`src/hw/dual_encoder_pkg.sv`:
```
package dual_encoder_pkg;

  // Fieldbus parameter addresses
  localparam logic [15:0] ADDR_SOURCE_SELECT   = 16'h0536;
  localparam logic [15:0] ADDR_MAX_DEVIATION   = 16'h053c;
  localparam logic [15:0] ADDR_MOTOR_POSITION  = 16'h1e14;
  localparam logic [15:0] ADDR_DEVIATION       = 16'h1e30;
  localparam logic [15:0] ADDR_EXT_INTERNAL    = 16'h1e32;
  localparam logic [15:0] ADDR_EXT_USER        = 16'h1e34;

  // Reset values and limits
  localparam logic [15:0] SOURCE_SELECT_RESET  = 16'h0000;
  localparam logic [31:0] POSITION_RESET       = 32'h0000_0000;
  localparam logic [31:0] MAX_DEVIATION_RESET  = 32'h0001_0000;
  localparam logic [31:0] MAX_DEVIATION_MIN    = 32'h0000_0001;
  localparam logic [31:0] MAX_DEVIATION_LIMIT  = 32'h0002_0000;
  localparam logic [15:0] WARN_RESET           = 16'h0000;

  // Warning word field
  localparam int          WARN_ABS_POS_BIT     = 13;

  // Control cycle timing
  localparam int          CLK_PERIOD_NS        = 10;
  localparam int          CONTROL_CYCLE_NS     = 1000;
  localparam int          CONTROL_CYCLE_CLKS   =
    (CONTROL_CYCLE_NS + CLK_PERIOD_NS - 1) / CLK_PERIOD_NS;

  typedef enum logic {
    motor_feedback_choice,
    external_feedback_choice
  } feedback_t;

  typedef enum logic {
    home_idle,
    home_busy
  } homing_t;

endpackage

```
`src/hw/dual_encoder_position_feedback.sv`:
```
`timescale 1ns/10ps
module dual_encoder_position_feedback #(
  parameter int CYCLE_CLKS = dual_encoder_pkg::CONTROL_CYCLE_CLKS
) (
  // Clock and reset
  input  wire logic        clk,
  input  wire logic        rstn,
  // Parameter access
  input  wire logic        param_req,
  input  wire logic        param_write,
  input  wire logic [15:0] param_addr,
  input  wire logic [31:0] param_wdata,
  output logic      [31:0] param_rdata,
  output logic             param_ack,
  output logic             param_err,
  // Drive state and encoders
  input  wire logic        drive_disabled,
  input  wire logic        motor_abs_valid,
  input  wire logic [31:0] motor_position,
  input  wire logic [31:0] ext_position_internal,
  input  wire logic [31:0] ext_position_user,
  // Homing
  input  wire logic        homing_start,
  input  wire logic        homing_on_index,
  input  wire logic        homing_done,
  output logic             homing_busy,
  output logic             homing_refused,
  output logic             homing_external,
  output logic             ref_ok,
  output logic      [31:0] reference_position,
  // Regulator feedback and monitoring
  output logic             feedback_external,
  output logic      [31:0] regulator_position,
  output logic             deviation_fault,
  input  wire logic        fault_clear,
  output logic      [15:0] warning_word_latched,
  output logic      [15:0] warning_word_live,
  input  wire logic        warning_clear
);

  typedef struct packed {
    logic [15:0]                    source_select;
    logic [31:0]                    max_deviation;
    logic [31:0]                    motor_pos;
    logic [31:0]                    deviation;
    logic [31:0]                    ext_internal;
    logic [31:0]                    ext_user;
    logic [31:0]                    regulator_pos;
    logic [31:0]                    reference_pos;
    logic [31:0]                    rdata;
    logic                           ack;
    logic                           err;
    logic [15:0]                    warn_latched;
    logic [15:0]                    warn_live;
    logic                           ref_ok;
    dual_encoder_pkg::homing_t      home;
    logic                           homing_ext;
    logic                           homing_refused;
    logic                           dev_fault;
    logic [15:0]                    divider;
    logic                           tick;
  } state_t;

  state_t s;
  state_t next_s;

  localparam logic [15:0] DIV_LAST = 16'(CYCLE_CLKS - 1);

  // Returns {mapped, value} for a parameter read
  function automatic logic [32:0] read_mux(input logic [15:0] a,
                                           input state_t st);
    unique case (a)
      dual_encoder_pkg::ADDR_SOURCE_SELECT:
        read_mux = {1'b1, 16'h0000, st.source_select};
      dual_encoder_pkg::ADDR_MAX_DEVIATION:
        read_mux = {1'b1, st.max_deviation};
      dual_encoder_pkg::ADDR_MOTOR_POSITION:
        read_mux = {1'b1, st.motor_pos};
      dual_encoder_pkg::ADDR_DEVIATION:
        read_mux = {1'b1, st.deviation};
      dual_encoder_pkg::ADDR_EXT_INTERNAL:
        read_mux = {1'b1, st.ext_internal};
      dual_encoder_pkg::ADDR_EXT_USER:
        read_mux = {1'b1, st.ext_user};
      default:
        read_mux = {1'b0, 32'h0000_0000};
    endcase
  endfunction

  logic        ext_active;
  logic [32:0] rd;
  logic        sel_write;
  logic        sel_ok;
  logic        max_write;
  logic        max_ok;
  logic [32:0] diff_wide;
  logic [32:0] diff_abs;
  logic        dev_exceeded;
  logic        home_accept;
  logic        home_finish;

  always_comb begin
    next_s = s;
    ext_active = s.source_select[0];
    rd = read_mux(param_addr, s);
    sel_write = param_req && param_write &&
                param_addr == dual_encoder_pkg::ADDR_SOURCE_SELECT;
    // Only 0 and 1 are legal, and only in the disabled state
    sel_ok = sel_write && drive_disabled && param_wdata[31:1] == 31'h0;
    max_write = param_req && param_write &&
                param_addr == dual_encoder_pkg::ADDR_MAX_DEVIATION;
    max_ok = max_write &&
             $signed(param_wdata) >=
               $signed(dual_encoder_pkg::MAX_DEVIATION_MIN) &&
             $signed(param_wdata) <=
               $signed(dual_encoder_pkg::MAX_DEVIATION_LIMIT);
    // Widened so the most negative difference still has a magnitude
    diff_wide = {s.motor_pos[31], s.motor_pos} -
                {s.ext_internal[31], s.ext_internal};
    diff_abs = diff_wide[32] ? 33'(-diff_wide) : diff_wide;
    dev_exceeded = diff_abs > {1'b0, s.max_deviation};
    home_accept = homing_start && s.home == dual_encoder_pkg::home_idle &&
                  !(ext_active && homing_on_index);
    home_finish = homing_done && s.home == dual_encoder_pkg::home_busy;

    // Parameter port answers every request one cycle later
    next_s.ack = param_req;
    next_s.err = 1'b0;
    next_s.rdata = 32'h0000_0000;
    if (param_req) begin
      if (!param_write) begin
        next_s.rdata = rd[31:0];
        next_s.err = !rd[32];
      end else if (sel_write) begin
        next_s.err = !sel_ok;
      end else if (max_write) begin
        next_s.err = !max_ok;
      end else begin
        // Read-only and unmapped addresses refuse writes
        next_s.err = 1'b1;
      end
    end
    if (sel_ok) begin
      next_s.source_select = param_wdata[15:0];
      if (param_wdata[0] != s.source_select[0]) begin
        next_s.ref_ok = 1'b0;
      end
    end
    if (max_ok) begin
      next_s.max_deviation = param_wdata;
    end

    // Control cycle enable
    next_s.tick = 1'b0;
    if (s.divider == DIV_LAST) begin
      next_s.divider = 16'h0000;
      next_s.tick = 1'b1;
    end else begin
      next_s.divider = s.divider + 16'h0001;
    end

    // Position sampling on the control cycle
    if (s.tick) begin
      next_s.motor_pos = motor_abs_valid ? motor_position
                       : dual_encoder_pkg::POSITION_RESET;
      next_s.ext_internal = ext_position_internal;
      next_s.ext_user = ext_position_user;
      next_s.deviation = motor_abs_valid ?
        motor_position - ext_position_internal
        : dual_encoder_pkg::POSITION_RESET;
      next_s.regulator_pos = ext_active ? ext_position_internal
                                        : motor_position;
    end

    // Deviation fault, a new excess wins over a clear
    if (fault_clear) begin
      next_s.dev_fault = 1'b0;
    end
    if (s.tick && dev_exceeded) begin
      next_s.dev_fault = 1'b1;
    end

    // Warning bit 13 while absolute position is unknown
    next_s.warn_live[dual_encoder_pkg::WARN_ABS_POS_BIT] =
      !motor_abs_valid;
    if (warning_clear) begin
      next_s.warn_latched = dual_encoder_pkg::WARN_RESET;
    end
    if (!motor_abs_valid) begin
      next_s.warn_latched[dual_encoder_pkg::WARN_ABS_POS_BIT] = 1'b1;
    end

    // Homing
    next_s.homing_refused = homing_start && !home_accept;
    unique case (s.home)
      dual_encoder_pkg::home_idle: begin
        if (home_accept) begin
          next_s.home = dual_encoder_pkg::home_busy;
          next_s.homing_ext = ext_active;
          next_s.ref_ok = 1'b0;
        end
      end
      dual_encoder_pkg::home_busy: begin
        if (home_finish) begin
          next_s.home = dual_encoder_pkg::home_idle;
          next_s.ref_ok = 1'b1;
          next_s.reference_pos = s.homing_ext ? ext_position_internal
                                              : motor_position;
        end
      end
    endcase
  end

  always_ff @(posedge clk or negedge rstn) begin
    if (!rstn) begin
      s <= '{source_select:  dual_encoder_pkg::SOURCE_SELECT_RESET,
             max_deviation:  dual_encoder_pkg::MAX_DEVIATION_RESET,
             warn_latched:   dual_encoder_pkg::WARN_RESET,
             warn_live:      dual_encoder_pkg::WARN_RESET,
             home:           dual_encoder_pkg::home_idle,
             default:        '0};
    end else begin
      s <= next_s;
    end
  end

  assign param_rdata          = s.rdata;
  assign param_ack            = s.ack;
  assign param_err            = s.err;
  assign homing_busy          = s.home == dual_encoder_pkg::home_busy;
  assign homing_refused       = s.homing_refused;
  assign homing_external      = s.homing_ext;
  assign ref_ok               = s.ref_ok;
  assign reference_position   = s.reference_pos;
  assign feedback_external    = s.source_select[0];
  assign regulator_position   = s.regulator_pos;
  assign deviation_fault      = s.dev_fault;
  assign warning_word_latched = s.warn_latched;
  assign warning_word_live    = s.warn_live;
endmodule

```
`config.mk`:
```
export PLATFORM = sky130hd
export DESIGN_NAME = dual_encoder_position_feedback
export DESIGN_NICKNAME = d
export VERILOG_FILES = /design/src/hw/dual_encoder_pkg.sv /design/src/hw/dual_encoder_position_feedback.sv
export SDC_FILE = /design/constraint.sdc
export NUM_CORES = 1
export LEC_CHECK = 0
export ABC_AREA = 1
export BUFFER_PORTS_ARGS = -buffer_cell sky130_fd_sc_hd__buf_2
export CAP_MARGIN = 20
export CORE_MARGIN = 2
export CORE_UTILIZATION = 40
export CTS_BUF_LIST = sky130_fd_sc_hd__clkbuf_4 sky130_fd_sc_hd__clkbuf_8
export DETAILED_ROUTE_END_ITERATION = 16
export PLACE_DENSITY_LB_ADDON = 0.15
export SLEW_MARGIN = 20
export SYNTH_ARGS = -nofsm -noshare
export SYNTH_HDL_FRONTEND = slang
export SYNTH_SLANG_ARGS = --single-unit
```
`constraint.sdc`:
```
create_clock -name clk -period 11.8 [get_ports clk]
set_input_delay 1.18 -clock clk [delete_from_list [all_inputs] [get_ports clk]]
set_output_delay 1.18 -clock clk [all_outputs]
set_load 0.05 [all_outputs]
```
; Word-level counts from Yosys, hierarchy flattened
; Index checks and enable logic that the tools add are counted.
[totals]
regBits = 298
wordCells = 83
[classes]
muxes = 23
n_eq_ne = 9
reduce_logical = 23
n_lt_le_gt_ge = 3
n_addsub = 4
bitwise = 1
[ops]
columns = operator, n
row1 = 33-bit case mux with 6 select lines, 1
row2 = 32-bit 2-to-1 mux, 6
row3 = 16-bit by 13-bit == test with 1-bit output (second input constant), 4
row4 = 33-bit by 32-bit > comparator with 1-bit output, 1
row5 = 33-bit 2-to-1 mux, 1
row6 = 33-bit negator, 1
row7 = 32-bit by 32-bit subtractor with 33-bit output, 1
row8 = 16-bit by 11-bit == test with 1-bit output (second input constant), 2
row9 = 32-bit by 2-bit greater-or-equal comparator with 1-bit output (second input constant), 1
row10 = 32-bit by 19-bit <= comparator with 1-bit output (second input constant), 1
row11 = 32-bit subtractor, 1
row12 = 31-bit zero test, 1
row13 = 16-bit by 1-bit adder with 16-bit output (second input constant), 1
row14 = 16-bit by 7-bit == test with 1-bit output (second input constant), 1
row15 = 16-bit 2-to-1 mux, 1
row16 = 14-bit 2-to-1 mux, 1
row17 = 1-bit logical AND, 13
row18 = 1-bit 2-to-1 mux, 10
row19 = 1-bit zero test, 6
row20 = 2-bit case mux with 2 select lines, 1
row21 = 2-bit AND reduction, 2
row22 = 3-bit 2-to-1 mux, 1
row23 = 2-bit 2-to-1 mux, 1
row24 = 2-bit by 1-bit inequality test with 1-bit output (second input constant), 1
row25 = 3 further kinds, 3

; Depth between registers and ports, before layout
[depth]
depth_word = 9
ltp_mapped = 38
depth_no_buf = 38

; Worst setup path after synthesis
; No wires, ideal clock.
[synth_timing]
kind = flip-flop to flip-flop
start = reg s[184] (netlist name)
end = reg s, in the netlist deviation_fault
period_less_slack_ns = 3.701
slack_ns = 8.099
t_required_ns = 11.682
n_path_buf = 0
t_arrival_ns = 3.583
stages_incl_launch_ff = 32
cell_sequence = dfrtp_1 -> ha_1 -> fa_1 -> inv_1 -> nand3_1 -> nand3_2 -> nand2_1 -> nand2_1 -> xnor2_1 -> nand3_1 -> clkinv_1 -> nand3_1 -> o21ai_0 -> xnor2_1 -> inv_1 -> ha_1 -> nand2_1 -> nor2_1 -> and2_1 -> a21boi_0 -> o21bai_1 -> nand2_1 -> nand2_1 -> nand2_1 -> nand2_1 -> nand2_1 -> nand2_1 -> nand2_1 -> nand2_1 -> nand2_1 -> nand2_1 -> nand2_1
[synth_via]
elab_chain_len = 6
[synth_lines]
columns = item, line
row1 = "start, declared", dual_encoder_position_feedback.sv:64  ; state_t s;
row2 = "start signal, assigned", dual_encoder_position_feedback.sv:216  ; s <= '{source_select: dual_encoder_pkg::SOURCE_SELECT_RESET,
row3 = "start signal, assigned", dual_encoder_position_feedback.sv:223  ; s <= next_s;
row4 = 32-bit by 32-bit subtractor with 33-bit output *, dual_encoder_position_feedback.sv:118  ; diff_wide = {s.motor_pos[31], s.motor_pos} -
row5 = 33-bit negator, dual_encoder_position_feedback.sv:120  ; diff_abs = diff_wide[32] ? 33'(-diff_wide) : diff_wide;
row6 = 33-bit 2-to-1 mux *, dual_encoder_position_feedback.sv:120
row7 = 33-bit by 32-bit > comparator with 1-bit output *, dual_encoder_position_feedback.sv:121  ; dev_exceeded = diff_abs > {1'b0, s.max_deviation};
row8 = 1-bit logical AND *, dual_encoder_position_feedback.sv:179  ; if (s.tick && dev_exceeded) begin
row9 = 1-bit 2-to-1 mux or 2-bit nonzero test (tied branches), -
; Mark *: on every way between the ends. The rest lies on a longest branch, timed or not.
; A chain may end at the register's enable or synchronous reset.

; Worst setup path after layout
[layout_timing]
start = reg s[248] (netlist name)
end = reg s, in the netlist deviation_fault
; Same word-level chain as after synthesis.

==> metrics.cfg <==
[pwr]
intPower_w=0.00175
ir_drop_v=0.000119
pwr-share-comb=0.145
switching_share=0.301
power_density_mw_per_mm2=115
clock_power_share=0.427
p_switching_w=0.000753
seqPwrFrac=0.427
p_leak_nw=11.9

[placement]
routabilityCongestion=0.960
dp.cells=3389
placed_area_mm2=0.0206
dp_slack_ns=7.30
dp_hpwl_mm=52.3
io_buffers=260

[logic_synthesis]
ys_seq_area_frac=0.383
synth_cells=2674
ys_seq_elements=298
syn_avg_cell_area_um2=7.28
synth_area_leaders=dfrtp_1, nand2_1, inv_1, ha_1, o21ai_0
yosys_warnings=0
netlist.area_leader.share=0.382
synth-edff-count=0
ys.flop_type=dfrtp_1
async_flop_share=1.00
synth_cell_type_count=52
yosys.area.top_type=dfrtp_1
netlist_area_mm2=0.0195

[global_route]
met2_usage=0.402
grt_overflow_total=0
antenna_found_initial=1
grt_pass1_vias=17771
grt-busiest-layer=met2
use_met3=0.0393
grt_max_degree=82
grt_pass1_wl_mm=103
grt.total_usage=0.265
gr-usage-met1=0.391

[cts]
ctsHoldBuffers=0
clk_path_buf_depth=3
clkSlewWorstSetupHoldPaths_ns=0.07
post_cts_buffers=0
cts_buffers=53
cts_tree=done
cts_resized=0
htreeDepth=2
root_buffer=clkbuf_8
cts_sinks=298
clk_latency_ns=0.66

[die]
die_h_um=225
pin_count=291
die_area_mm2=0.0505
die_w_um=225
num_rows=80
start_util=0.407
core-area_mm2=0.0478

[finish]
finalNetCount=3083
drive_gt1_frac=0.152
syn2layout_area_growth_pct=11.7
mostFrequentLayoutCell=nand2_1
final_cell_mix=nand2_1, inv_1, dfrtp_1
fin_area_mm2=0.0217
fillers=4957
fin_cells=3485

[drt]
drt_iter0_markers=1557
first_pass_iters=5
antenna_left=0
viasPerCell=5.19
wl_per_cell_um=19.2
drc=0
num_vias=18089
routed_wl_mm=66.9

[worst_setup_path]
start_kind=flop
criticalPathCategory=flop to flop
endpoint_kind=flop
crit_family=simple AND/OR/NAND/NOR gates
crit_arrival_ns=5.04
cp_max_fo=25
cpMostUsedCell=nand2_1
cpPeakStageDelay_ns=0.45
crit_buf_inv=4
worstPathRequired_ns=12.32
slowest_stage=inv_2
r2r_slack_ns=7.28

[sta]
tns_ns=0
finalSetupViolations=0
hold_viol=0
whs_ns=0.463
finalWorstSetupSlack_ns=7.28
final_max_slew_viol_count=0
period_share=0.383
slew-limit-headroom=0.257
max_freq_ghz=0.221
rsz0062_at_grt=no
period_needed_ns=4.52
fin_skew_ns=0.0294
worst_slew_pin_slew_ns=1.11

[worst_hold_path]
hp-class=flop to flop

[job]
cap_viol_max_count=0

[status]
outcome=finished, final reports clean

worst reg2reg max path, delay by kind of cell, from the launching register on:
family	cells	cell delay, ns
xor gates and xnor gates	1	0.16
AOI/OAI and AO/OA	3	0.49
adders and majority gates	3	0.88
buffers and inverters	4	0.69
and+or+nand+nor	23	1.87
DFF	1	0.32
layout make-up:
type,instances,area (um^2),area share
inverter,413,1550,0.0713
multi-input combinational,1785,9310,0.428
tap,615,769,0.0354
clock inverter,9,86.3,0.00397
sequential,298,7460,0.343
clock buffer,86,1100,0.0504
timing repair buffer,278,1470,0.0676
antenna,1,2.50,0.000115
registers in the layout, summed over array words and instances (netlist names):
signal                flops
warning_word_live         1
param_ack                 1
reference_position       32
param_rdata              32
regulator_position       32
ref_ok                    1
homing_refused            1
warning_word_latched      1
homing_external           1
deviation_fault           1
feedback_external         1
param_err                 1
s                       192
homing_busy               1
worst paths after layout:
kind                                    start                                 end  cells after the start
min in group asynchronous                rstn            param_rdata[7]$_DFF_PN0_                      1
hold / removal                 s[1]$_DFF_PN0_                      s[1]$_DFF_PN0_                      1
max in group asynchronous                rstn  reference_position[28]$_DFFE_PN0P_                      3
hold reg to reg                s[1]$_DFF_PN0_                      s[1]$_DFF_PN0_                      1
setup / recovery           s[248]$_DFFE_PN0P_         deviation_fault$_DFFE_PN0P_                     34
setup reg to reg           s[248]$_DFFE_PN0P_         deviation_fault$_DFFE_PN0P_                     34
cell usage after synthesis, types with 3 or more instances:
cell / instances
a211oi_1: 17
a21boi_0: 3
a21o_1: 6
a21oi_1: 164
a31oi_1: 9
and2_1: 3
buf_1: 8
buf_2: 5
buf_4: 129
clkbuf_1: 65
clkinv_1: 4
dfrtp_1: 297
ha_1: 97
inv_1: 405
inv_2: 4
mux2_2: 16
nand2_1: 607
nand2_2: 14
nand3_1: 80
nand3_2: 7
nand3b_1: 12
nand4_1: 23
nor2_1: 247
nor2_2: 7
nor3_1: 37
nor4_1: 11
o211ai_1: 3
o21a_1: 7
o21ai_0: 234
o21ai_1: 4
o221ai_1: 4
o22ai_1: 80
xnor2_1: 16
xor2_1: 24
metal layers:
metal	routed length [um]	vias up
li1	-	8782
met1	31400	8622
met2	29400	596
met3	4600	89
met4	1540	0
met5	0	-
per-stage QoR:
stage,power (W),util
floorplan,0.00136,-
global placement,0.00145,0.429
detailed placement,0.00145,0.430
CTS,0.00253,0.454
global route,0.00261,0.454
finish,0.00250,0.454
power by group through the flow:
stage / clock network (W) / logic (W) / registers (W)
after global placement: 0 / 0.000362 / 0.00109
final: 0.00107 / 0.000363 / 0.00107
after global routing: 0.00114 / 0.000393 / 0.00107
after detailed placement: 0 / 0.000365 / 0.00108
after floorplan: 0 / 0.000272 / 0.00109
after CTS: 0.00110 / 0.000365 / 0.00107
kinds of logic after synthesis:
family	count (synthesis)	share of synthesized area
AOI/OAI and AO/OA	543	0.153
xor gates and xnor gates	43	0.0205
adders and majority gates	99	0.0644
buffers and inverters	620	0.145
DFF	298	0.383
muxes	16	0.00925
other	1	0.000193
and+or+nand+nor	1054	0.225
(Power assumes the default switching activity.)
